File: src/design/blr_pkg.sv
// Constants, types and state codes shared by the boot loader files
// Functional notes
// - Select 000 skips booting and starts execution at 0x2000_0000.
// - Select 001 boots from 8-bit or 16-bit parallel flash.
// - Select 010 boots over the first serial port, 8-bit addressed EEPROM.
// - Select 011 boots over the first serial port, 16-bit addressed EEPROM.
// - Selects 001 to 011 run the on-chip boot sequence, not external code.
// - Select pins are caught at hardware reset and shown in the status.
// - A software reset with status bit 4 set jumps straight to 0xF000_0000.
// - With bit 4 clear the full boot runs whatever the reset type.
// - The full boot first reads the latched select field.
// - The first four bytes at address 0 give the byte count N.
// - N bytes after the count are copied upward from 0xF000_0000.
// - After the N bytes execution moves to 0xF000_0000.
// - Zero blocks fill with zeros, nonzero and final blocks copy data.
package blr_pkg;

	// Boot source select codes
	localparam logic [2:0]  SEL_BYPASS   = 3'h0;
	localparam logic [2:0]  SEL_FLASH    = 3'h1;
	localparam logic [2:0]  SEL_SER8     = 3'h2;
	localparam logic [2:0]  SEL_SER16    = 3'h3;

	// Addresses
	localparam logic [31:0] BYPASS_ADDR  = 32'h2000_0000;
	localparam logic [31:0] L2_START     = 32'hF000_0000;
	localparam logic [31:0] COUNT_ADDR   = 32'h0000_0000;

	// Reset configuration status layout and reset value
	localparam int          CFG_SEL_LSB  = 0;
	localparam int          CFG_SKIP_BIT = 4;
	localparam logic [15:0] CFG_RESET    = 16'h0000;

	// Byte positions while collecting the count and block tags
	localparam logic [3:0]  IDX_COUNT    = 4'h3;
	localparam logic [3:0]  IDX_TAGADDR  = 4'h3;
	localparam logic [3:0]  IDX_TAGCNT   = 4'h7;
	localparam logic [3:0]  IDX_TAGFLAG  = 4'h9;

	// Tag flag bits
	localparam int          FLAG_ZERO    = 0;
	localparam int          FLAG_FINAL   = 1;

	// Memory port kind shown to the external access logic
	localparam logic [1:0]  PORT_PAR     = 2'h0;
	localparam logic [1:0]  PORT_SER8    = 2'h1;
	localparam logic [1:0]  PORT_SER16   = 2'h2;
	localparam logic [1:0]  PORT_NONE    = 2'h3;

	typedef enum logic [3:0] {
		ST_DECIDE = 4'h0,
		ST_COUNT  = 4'h1,
		ST_COPY   = 4'h2,
		ST_TAG    = 4'h3,
		ST_ZFILL  = 4'h4,
		ST_BCOPY  = 4'h5,
		ST_JUMP   = 4'h6,
		ST_RUN    = 4'h7,
		ST_HALT   = 4'h8
	} blr_state_e;

endpackage : blr_pkg

File: src/design/blr_fetch_if.sv
// Byte fetch channel between the boot sequencer and the fetch unit
`timescale 1ns/1ps
`default_nettype none
interface blr_fetch_if;
	logic        req;
	logic [31:0] addr;
	logic        rdy;
	logic        valid;
	logic [7:0]  data;

	modport seq (output req, output addr, input rdy, input valid, input data);
	modport unit (input req, input addr, output rdy, output valid, output data);
endinterface : blr_fetch_if
`default_nettype wire

File: src/design/blr_byte_fetch.sv
// One-outstanding byte fetch unit facing the external boot memory
`timescale 1ns/1ps
`default_nettype none
module blr_byte_fetch (
	// Clock and reset
	input  wire logic        core_clk,
	input  wire logic        srst,
	// Sequencer side
	blr_fetch_if.unit        fch,
	// External memory side
	output logic             memRdReq,
	output logic [31:0]      memRdAddr,
	input  wire logic        memRdAck,
	input  wire logic [7:0]  memRdData
);
	logic       busy_r;
	logic       valid_r;
	logic [7:0] data_r;

	assign fch.rdy   = !busy_r;
	assign fch.valid = valid_r;
	assign fch.data  = data_r;
	assign memRdReq  = busy_r;

	// Take a request, hold it until the memory acknowledges
	always_ff @(posedge core_clk) begin
		if (srst) begin
			busy_r    <= 1'b0;
			memRdAddr <= 32'h0000_0000;
		end else if (fch.req && !busy_r) begin
			busy_r    <= 1'b1;
			memRdAddr <= fch.addr;
		end else if (memRdAck) begin
			busy_r    <= 1'b0;
		end
	end

	// Return the byte as a one-cycle pulse
	always_ff @(posedge core_clk) begin
		if (srst) begin
			valid_r <= 1'b0;
			data_r  <= 8'h00;
		end else begin
			valid_r <= busy_r && memRdAck;
			if (busy_r && memRdAck)
				data_r <= memRdData;
		end
	end

	a_req_held: assert property (@(posedge core_clk) disable iff (srst)
		memRdReq && !memRdAck |=> memRdReq && $stable(memRdAddr))
		else $error("fetch request dropped before acknowledge");

	a_ack_gives_byte: assert property (@(posedge core_clk) disable iff (srst)
		memRdReq && memRdAck |=> fch.valid && fch.data == $past(memRdData))
		else $error("acknowledged byte not returned");

endmodule : blr_byte_fetch
`default_nettype wire

File: src/design/boot_mode_rom_loader.sv
// Boot source selection and first-stage boot sequencer
`timescale 1ns/1ps
`default_nettype none
module boot_mode_rom_loader (
	// Clock and reset
	input  wire logic        core_clk,
	input  wire logic        srst,
	// Mode pins and software controls
	input  wire logic [2:0]  bootSourceSelect,
	input  wire logic        softReset,
	input  wire logic        skipWrEn,
	input  wire logic        skipWrVal,
	input  wire logic        blockLoadEn,
	output logic [15:0]      resetConfigStatus,
	// External boot memory
	output logic             memRdReq,
	output logic [31:0]      memRdAddr,
	input  wire logic        memRdAck,
	input  wire logic [7:0]  memRdData,
	output logic [1:0]       memPortKind,
	// Level-two memory write
	output logic             l2WrEn,
	output logic [31:0]      l2WrAddr,
	output logic [7:0]       l2WrData,
	// Execution control
	output logic             jumpValid,
	output logic [31:0]      jumpAddr,
	output logic             bootBusy,
	output logic             halted
);
	import blr_pkg::*;

	blr_fetch_if fch ();

	blr_state_e  state_r;
	logic [2:0]  selLatch_r;
	logic        skip_r;
	logic        swStart_r;
	logic        pend_r;
	logic [3:0]  idx_r;
	logic [31:0] shift_r;
	logic [31:0] remain_r;
	logic [31:0] src_r;
	logic [31:0] dst_r;
	logic        zeroBlk_r;
	logic        finalBlk_r;
	logic        fetching;
	logic        got;
	logic [31:0] shiftNxt;

	// Little-endian byte collection
	function automatic logic [31:0] shiftIn(input logic [31:0] cur,
			input logic [7:0] b);
		shiftIn = {b, cur[31:8]};
	endfunction : shiftIn

	////////////////////////////////////////////////////////////////////////
	// Fetch unit
	blr_byte_fetch u_fetch (
		.core_clk  (core_clk),
		.srst      (srst),
		.fch       (fch.unit),
		.memRdReq  (memRdReq),
		.memRdAddr (memRdAddr),
		.memRdAck  (memRdAck),
		.memRdData (memRdData)
	);

	// One byte outstanding at a time while reading the image
	assign fetching = (state_r == ST_COUNT) || (state_r == ST_COPY) ||
		(state_r == ST_TAG) || (state_r == ST_BCOPY);
	assign fch.req  = fetching && !pend_r;
	assign fch.addr = src_r;
	assign got      = fch.valid && pend_r;
	assign shiftNxt = shiftIn(shift_r, fch.data);

	always_ff @(posedge core_clk) begin
		if (srst || softReset)
			pend_r <= 1'b0;
		else if (fch.req && fch.rdy)
			pend_r <= 1'b1;
		else if (fch.valid)
			pend_r <= 1'b0;
	end

	////////////////////////////////////////////////////////////////////////
	// Configuration status: pins caught at hardware reset
	always_ff @(posedge core_clk) begin
		if (srst)
			selLatch_r <= bootSourceSelect;
	end

	// Skip bit survives software reset, cleared by hardware reset
	always_ff @(posedge core_clk) begin
		if (srst)
			skip_r <= CFG_RESET[CFG_SKIP_BIT];
		else if (skipWrEn)
			skip_r <= skipWrVal;
	end

	always_comb begin
		resetConfigStatus = CFG_RESET;
		resetConfigStatus[CFG_SEL_LSB +: 3] = selLatch_r;
		resetConfigStatus[CFG_SKIP_BIT] = skip_r;
	end

	// Remember which reset started the sequence
	always_ff @(posedge core_clk) begin
		if (srst)
			swStart_r <= 1'b0;
		else if (softReset)
			swStart_r <= 1'b1;
	end

	////////////////////////////////////////////////////////////////////////
	// Sequencer
	always_ff @(posedge core_clk) begin
		if (srst || softReset) begin
			state_r <= ST_DECIDE;
		end else begin
			case (state_r)
				ST_DECIDE: begin
					if (swStart_r && skip_r)
						state_r <= ST_JUMP;
					else case (selLatch_r)
						SEL_BYPASS: state_r <= ST_JUMP;
						SEL_FLASH, SEL_SER8, SEL_SER16:
							state_r <= ST_COUNT;
						default:    state_r <= ST_HALT;
					endcase
				end
				ST_COUNT: begin
					if (got && idx_r == IDX_COUNT)
						state_r <= (shiftNxt == 32'h0000_0000) ?
							(blockLoadEn ? ST_TAG : ST_JUMP) : ST_COPY;
				end
				ST_COPY: begin
					if (got && remain_r == 32'h0000_0001)
						state_r <= blockLoadEn ? ST_TAG : ST_JUMP;
				end
				ST_TAG: begin
					if (got && idx_r == IDX_TAGFLAG) begin
						if (remain_r == 32'h0000_0000)
							state_r <= shiftNxt[16 + FLAG_FINAL] ?
								ST_JUMP : ST_TAG;
						else if (shiftNxt[16 + FLAG_ZERO])
							state_r <= ST_ZFILL;
						else
							state_r <= ST_BCOPY;
					end
				end
				ST_ZFILL, ST_BCOPY: begin
					if ((state_r == ST_ZFILL || got) &&
							remain_r == 32'h0000_0001)
						state_r <= finalBlk_r ? ST_JUMP : ST_TAG;
				end
				ST_JUMP:  state_r <= ST_RUN;
				ST_RUN:   state_r <= ST_RUN;
				ST_HALT:  state_r <= ST_HALT;
				default:  state_r <= ST_HALT;
			endcase
		end
	end

	// Byte index and collecting register for count and tags
	always_ff @(posedge core_clk) begin
		if (srst || softReset || state_r == ST_DECIDE) begin
			idx_r   <= 4'h0;
			shift_r <= 32'h0000_0000;
		end else if (got && (state_r == ST_COUNT || state_r == ST_TAG)) begin
			shift_r <= shiftNxt;
			// Restart at the count's end too, so a zero count enters tags clean
			idx_r   <= (idx_r == IDX_TAGFLAG ||
				(state_r == ST_COUNT && idx_r == IDX_COUNT)) ?
				4'h0 : idx_r + 4'h1;
		end else if (state_r != ST_COUNT && state_r != ST_TAG) begin
			idx_r   <= 4'h0;
		end
	end

	// Source address walks the image from the count onward
	always_ff @(posedge core_clk) begin
		if (srst || softReset || state_r == ST_DECIDE)
			src_r <= COUNT_ADDR;
		else if (fch.req && fch.rdy)
			src_r <= src_r + 32'h0000_0001;
	end

	// Remaining byte count, destination and tag flags
	always_ff @(posedge core_clk) begin
		if (srst || softReset) begin
			remain_r   <= 32'h0000_0000;
			dst_r      <= L2_START;
			zeroBlk_r  <= 1'b0;
			finalBlk_r <= 1'b0;
		end else if (state_r == ST_DECIDE) begin
			dst_r <= L2_START;
		end else if (got && state_r == ST_COUNT && idx_r == IDX_COUNT) begin
			remain_r <= shiftNxt;
		end else if (got && state_r == ST_TAG) begin
			if (idx_r == IDX_TAGADDR)
				dst_r <= shiftNxt;
			if (idx_r == IDX_TAGCNT)
				remain_r <= shiftNxt;
			if (idx_r == IDX_TAGFLAG) begin
				zeroBlk_r  <= shiftNxt[16 + FLAG_ZERO];
				finalBlk_r <= shiftNxt[16 + FLAG_FINAL];
			end
		end else if (state_r == ST_ZFILL ||
				(got && (state_r == ST_COPY || state_r == ST_BCOPY))) begin
			remain_r <= remain_r - 32'h0000_0001;
			dst_r    <= dst_r + 32'h0000_0001;
		end
	end

	////////////////////////////////////////////////////////////////////////
	// Level-two writes, registered
	always_ff @(posedge core_clk) begin
		if (srst || softReset) begin
			l2WrEn   <= 1'b0;
			l2WrAddr <= L2_START;
			l2WrData <= 8'h00;
		end else begin
			l2WrEn <= state_r == ST_ZFILL ||
				(got && (state_r == ST_COPY || state_r == ST_BCOPY));
			if (state_r == ST_ZFILL) begin
				l2WrAddr <= dst_r;
				l2WrData <= 8'h00;
			end else if (got) begin
				l2WrAddr <= dst_r;
				l2WrData <= fch.data;
			end
		end
	end

	// Jump target and one-cycle jump pulse
	always_ff @(posedge core_clk) begin
		if (srst || softReset) begin
			jumpValid <= 1'b0;
			jumpAddr  <= L2_START;
		end else begin
			jumpValid <= state_r == ST_JUMP;
			if (state_r == ST_JUMP)
				jumpAddr <= (!(swStart_r && skip_r) &&
					selLatch_r == SEL_BYPASS) ? BYPASS_ADDR : L2_START;
		end
	end

	// Port kind for the external access logic
	always_comb begin
		case (selLatch_r)
			SEL_FLASH: memPortKind = PORT_PAR;
			SEL_SER8:  memPortKind = PORT_SER8;
			SEL_SER16: memPortKind = PORT_SER16;
			default:   memPortKind = PORT_NONE;
		endcase
	end

	assign bootBusy = state_r != ST_RUN && state_r != ST_HALT;
	assign halted   = state_r == ST_HALT;

	////////////////////////////////////////////////////////////////////////
	// Checks
	a_bypass_target: assert property (@(posedge core_clk)
		disable iff (srst || softReset)
		state_r == ST_DECIDE && !(swStart_r && skip_r) &&
		selLatch_r == SEL_BYPASS |-> ##2 jumpValid && jumpAddr == BYPASS_ADDR)
		else $error("bypass did not jump to external bank");

	a_reserved_halt: assert property (@(posedge core_clk)
		disable iff (srst || softReset)
		state_r == ST_DECIDE && !(swStart_r && skip_r) && selLatch_r[2]
		|=> halted && !memRdReq && !jumpValid)
		else $error("reserved select did not halt");

	a_skip_jump: assert property (@(posedge core_clk)
		disable iff (srst || softReset)
		state_r == ST_DECIDE && swStart_r && skip_r
		|-> ##2 jumpValid && jumpAddr == L2_START)
		else $error("software skip did not jump to level two");

	a_pins_caught: assert property (@(posedge core_clk)
		$fell(srst) |-> resetConfigStatus[2:0] == $past(bootSourceSelect))
		else $error("select pins not captured at reset");

	a_hw_full_boot: assert property (@(posedge core_clk)
		disable iff (srst || softReset)
		state_r == ST_DECIDE && !swStart_r && selLatch_r == SEL_FLASH
		|=> state_r == ST_COUNT)
		else $error("hardware reset did not run full boot");

	a_count_first: assert property (@(posedge core_clk)
		disable iff (srst || softReset)
		state_r == ST_DECIDE && !(swStart_r && skip_r) &&
		selLatch_r == SEL_SER8 |-> ##2 memRdReq && memRdAddr == COUNT_ADDR)
		else $error("count not read from address zero");

	a_write_ascend: assert property (@(posedge core_clk)
		disable iff (srst || softReset)
		l2WrEn ##1 l2WrEn |-> l2WrAddr == $past(l2WrAddr) + 32'h0000_0001)
		else $error("level two writes not ascending");

	a_jump_after_copy: assert property (@(posedge core_clk)
		disable iff (srst || softReset)
		state_r == ST_COPY && got && remain_r == 32'h0000_0001 && !blockLoadEn
		|-> ##2 jumpValid && jumpAddr == L2_START)
		else $error("no jump after last byte");

endmodule : boot_mode_rom_loader
`default_nettype wire
File: config.mk
export PLATFORM = sky130hd
export DESIGN_NAME = boot_mode_rom_loader
export DESIGN_NICKNAME = d
export VERILOG_FILES = /design/src/design/blr_pkg.sv /design/src/design/blr_fetch_if.sv /design/src/design/blr_byte_fetch.sv /design/src/design/boot_mode_rom_loader.sv
export SDC_FILE = /design/constraint.sdc
export NUM_CORES = 1
export LEC_CHECK = 0
export BUFFER_PORTS_ARGS = -buffer_cell sky130_fd_sc_hd__buf_4
export CAP_MARGIN = 20
export CORE_ASPECT_RATIO = 1.5
export CORE_UTILIZATION = 49
export CTS_BUF_LIST = sky130_fd_sc_hd__clkbuf_4 sky130_fd_sc_hd__clkbuf_8 sky130_fd_sc_hd__clkbuf_16
export CTS_CLUSTER_SIZE = 12
export DETAILED_ROUTE_END_ITERATION = 16
export PLACE_DENSITY = 0.7
export REMOVE_ABC_BUFFERS = 1
export SLEW_MARGIN = 10
export SYNTH_ARGS = -nofsm -noshare
export SYNTH_HDL_FRONTEND = slang
export SYNTH_SLANG_ARGS = --single-unit
File: constraint.sdc
create_clock -name core_clk -period 3.45 [get_ports core_clk]
set_input_delay 0.5175 -clock core_clk [delete_from_list [all_inputs] [get_ports core_clk]]
set_output_delay 0.5175 -clock core_clk [all_outputs]
set_load 0.05 [all_outputs]
==> run metrics <==
status completed; crit path cell chain or4_1, nor4b_1, nand4_1, mux2i_1, a221o_1, a32o_1; part of the Yosys area used for sequential elements 0.419; Remaining DRCs 0; antenna cells 0; Syn Area/Cell about 7.7 sq um; Worst Clk Skew between 0.015 and 0.02 ns; 1st-iter DRT viols 640; Reg2Reg Depth 6; Pwr Density approximately 450 nW/um^2; Tot Pwr around 0.0054 W; R2R Setup Slk roughly 0.7 ns; Max-Cap Viols 0; Synthesis Warnings 0; Routed WL per cell between 15 and 20 microns; Placed Cells ~1700; Initial Util 0.501; routed wire length roughly 30000 microns; commonest non-fill, non-tap cell in the layout nand2_1; Synth-to-Final Area Change 13.3%; RSZ-0062 raised after global routing no; Worst path slowest cell or4_1; port buffer count 103; vias in the first global route 9246; Core Util, Final 0.567; Mapped Cells between 1000 and 1500; EDFF count, synth 3; CTS Sinks 220; total global routing overflow 0; family with the most delay on the worst path simple AND/OR/NAND/NOR gates; worst skew pair latency 0.51 ns; Crit. End Element flip-flop; actual slew at the worst max-slew pin slightly below 1 ns; Final Max Slew Viols 0; CTS buffer count 22; clock period minus worst slack roughly 2.7 ns; dpl hpwl a little over 20000 microns; Die W about 120 microns; final std cells w/o fill approximately 1700; most frequent cells in the layout nand2_1 (313), dfxtp_1 (217), a21oi_1 (185); largest net degree at the start of global routing 64; Clock Tree Root clkbuf_16; HP Start bootSourceSelect[2]; # setup viols final 0; RePlAce Congestion approximately 0.91; Die Ht about 180 microns; WP data required roughly 3.8 ns; RR Startpoint remain_r[10]; hold depth 1; layout filler cell count 2071; via-per-instance ratio 5.78; first-pass GRT wire length roughly 48000 microns; Leak 4.19 nW; max incr delay on CP 0.67 ns; I/O Pins between 100 and 150; Core Area about 21000 sq um; Rows 65; count of cell types in the netlist 72; VDD IR-drop max about 0.38 mV; CTS tree built; CTS-repair resized insts 0; WP data arrival between 3 and 4 ns; die footprint 22200 sq um; Via Count just under 10000; crit-path max FO 7; Clock Pin Slew Worst Setup and Hold Paths ~0.060 ns; Synth async-reset ratio 0; Synth Flop Type dfxtp_1; fmax between 300 and 400 MHz; H-tree depth 1; Worst Setup Start Kind flip-flop; worst reg2reg endpoint state_r[0]; synthesized area 10600 sq um; Worst slew margin 0.354; # hold bufs at CTS 0; Hold Path Class in -> reg; hold_ws between 0.15 and 0.2 ns; share of layout cells above drive strength 1 0.130; Final #Nets approximately 1500; Setup CP Type reg -> reg; final hold viol count 0; Total GRT Usage 0.267; Clock Tree Buf Depth 3; Buf/Inv on CP 0; post-synthesis sequential element count 220; final period utilization 0.791; initial antenna violation count 0; Worst Hold Path EP selLatch_r[2]; Post CTS Setup Buffer Count 0; DRT antenna net count 0; router iterations before antenna repair 5
sequential cells by signal, summed over array words and instances (netlist names), 3 cells and up:
| signal | cells |
|---|---|
| fch.addr | 32 |
| u_fetch.fch.data | 8 |
| state_r | 4 |
| shift_r | 24 |
| u_fetch.memRdAddr | 32 |
| remain_r | 32 |
| selLatch_r | 3 |
| idx_r | 4 |
| l2WrData | 8 |
| l2WrAddr | 32 |
| dst_r | 32 |
how the worst max path moves through the flow:
| stage | slack, ns | cells past startpoint | startpoint | to |
|---|---|---|---|---|
| global route | 0.52 | 6 | state_r[2] | fch.addr[30] |
| CTS | 0.72 | 6 | remain_r[10] | state_r[0] |
| detailed placement | 0.73 | 6 | remain_r[10] | state_r[0] |
| floorplan | -1.06 | 5 | pend_r | dst_r[29] |
| global placement | 0.76 | 6 | remain_r[10] | state_r[0] |
| finish | 0.72 | 6 | remain_r[10] | state_r[0] |
per-layer routing:
metal	routed length (microns)	share of wire	global-route usage	vias up
met2	15400	0.52	0.482	320
met4	1320	0.044	0.129	0
met5	0	0	0	-
li1	-	-	-	4872
met1	11300	0.38	0.302	4627
met3	1650	0.056	0.0371	82
power by group:
part	switching, W	internal, W	leakage (nW)
Combinational	0.000489	0.000175	2.10
Sequential	0.0000457	0.00257	1.78
Clock	0.000939	0.00123	0.310
Total	0.00147	0.00397	4.19
kinds of logic after synthesis:
logic type	Yosys count	synth area share
AOI/OAI and AO/OA	357	0.203
xor gates and xnor gates	29	0.0240
adders and majority gates	7	0.00827
buffers and inverters	140	0.0666
DFF	220	0.419
muxes	7	0.00686
other	2	0.000710
and+or+nand+nor	621	0.271
cell type report:
type / count / area, sq um / share of cell area
Clock buffer: 28 / 613 / 0.0511
Clock inverter: 1 / 5.00 / 0.000417
Inverter: 7 / 26.3 / 0.00219
Multi-Input combinational cell: 1062 / 5600 / 0.467
Sequential cell: 220 / 4430 / 0.370
Tap cell: 268 / 335 / 0.0280
Timing Repair Buffer: 127 / 978 / 0.0816
Yosys cell counts (4+ instances only):
cell type	n	area, sq um
a211oi_1	11	82.6
a21o_1	7	52.6
a21oi_1	186	931
a31o_2	4	35.0
a31oi_1	12	75.1
a32o_1	9	90.1
and2_1	13	81.3
and3_1	12	75.1
and4_1	8	70.1
buf_1	12	45.0
buf_2	5	25.0
buf_4	44	330
clkbuf_1	71	267
dfxtp_1	217	4340
ha_1	7	87.6
inv_1	7	26.3
mux2i_1	5	50.1
nand2_1	314	1180
nand2b_1	8	50.1
nand3_1	52	260
nand4_1	17	106
nor2_1	96	360
nor2b_1	4	25.0
nor3_1	26	130
nor3b_1	5	37.5
nor4_1	20	125
o211ai_1	5	37.5
o21ai_0	63	315
o221a_2	5	56.3
o22ai_1	5	31.3
o311ai_0	4	35.0
o31ai_1	11	82.6
o32ai_1	4	35.0
o41ai_1	4	35.0
or3_1	16	100
or4_1	9	67.6
xnor2_1	10	87.6
xor2_1	19	166
metrics by stage:
| stage | setup TNS (ns) | instance area (sq um) | setup slack, ns |
|---|---|---|---|
| after floorplan | -31.58 | 10100 | -1.06 |
| after global placement | 0 | 11400 | 0.761 |
| after detailed placement | 0 | 11400 | 0.727 |
| after CTS | 0 | 12000 | 0.721 |
| after global routing | 0 | 12000 | 0.518 |
| final | 0 | 12000 | 0.721 |
worst reg2reg max path: stages, from the launching register on:
cell     delay, ns
dfxtp_1       0.37
or4_1         0.67
nor4b_1       0.57
nand4_1       0.28
mux2i_1       0.18
a221o_1       0.35
a32o_1        0.21
Note: power is estimated with default switching activity, not from simulation.
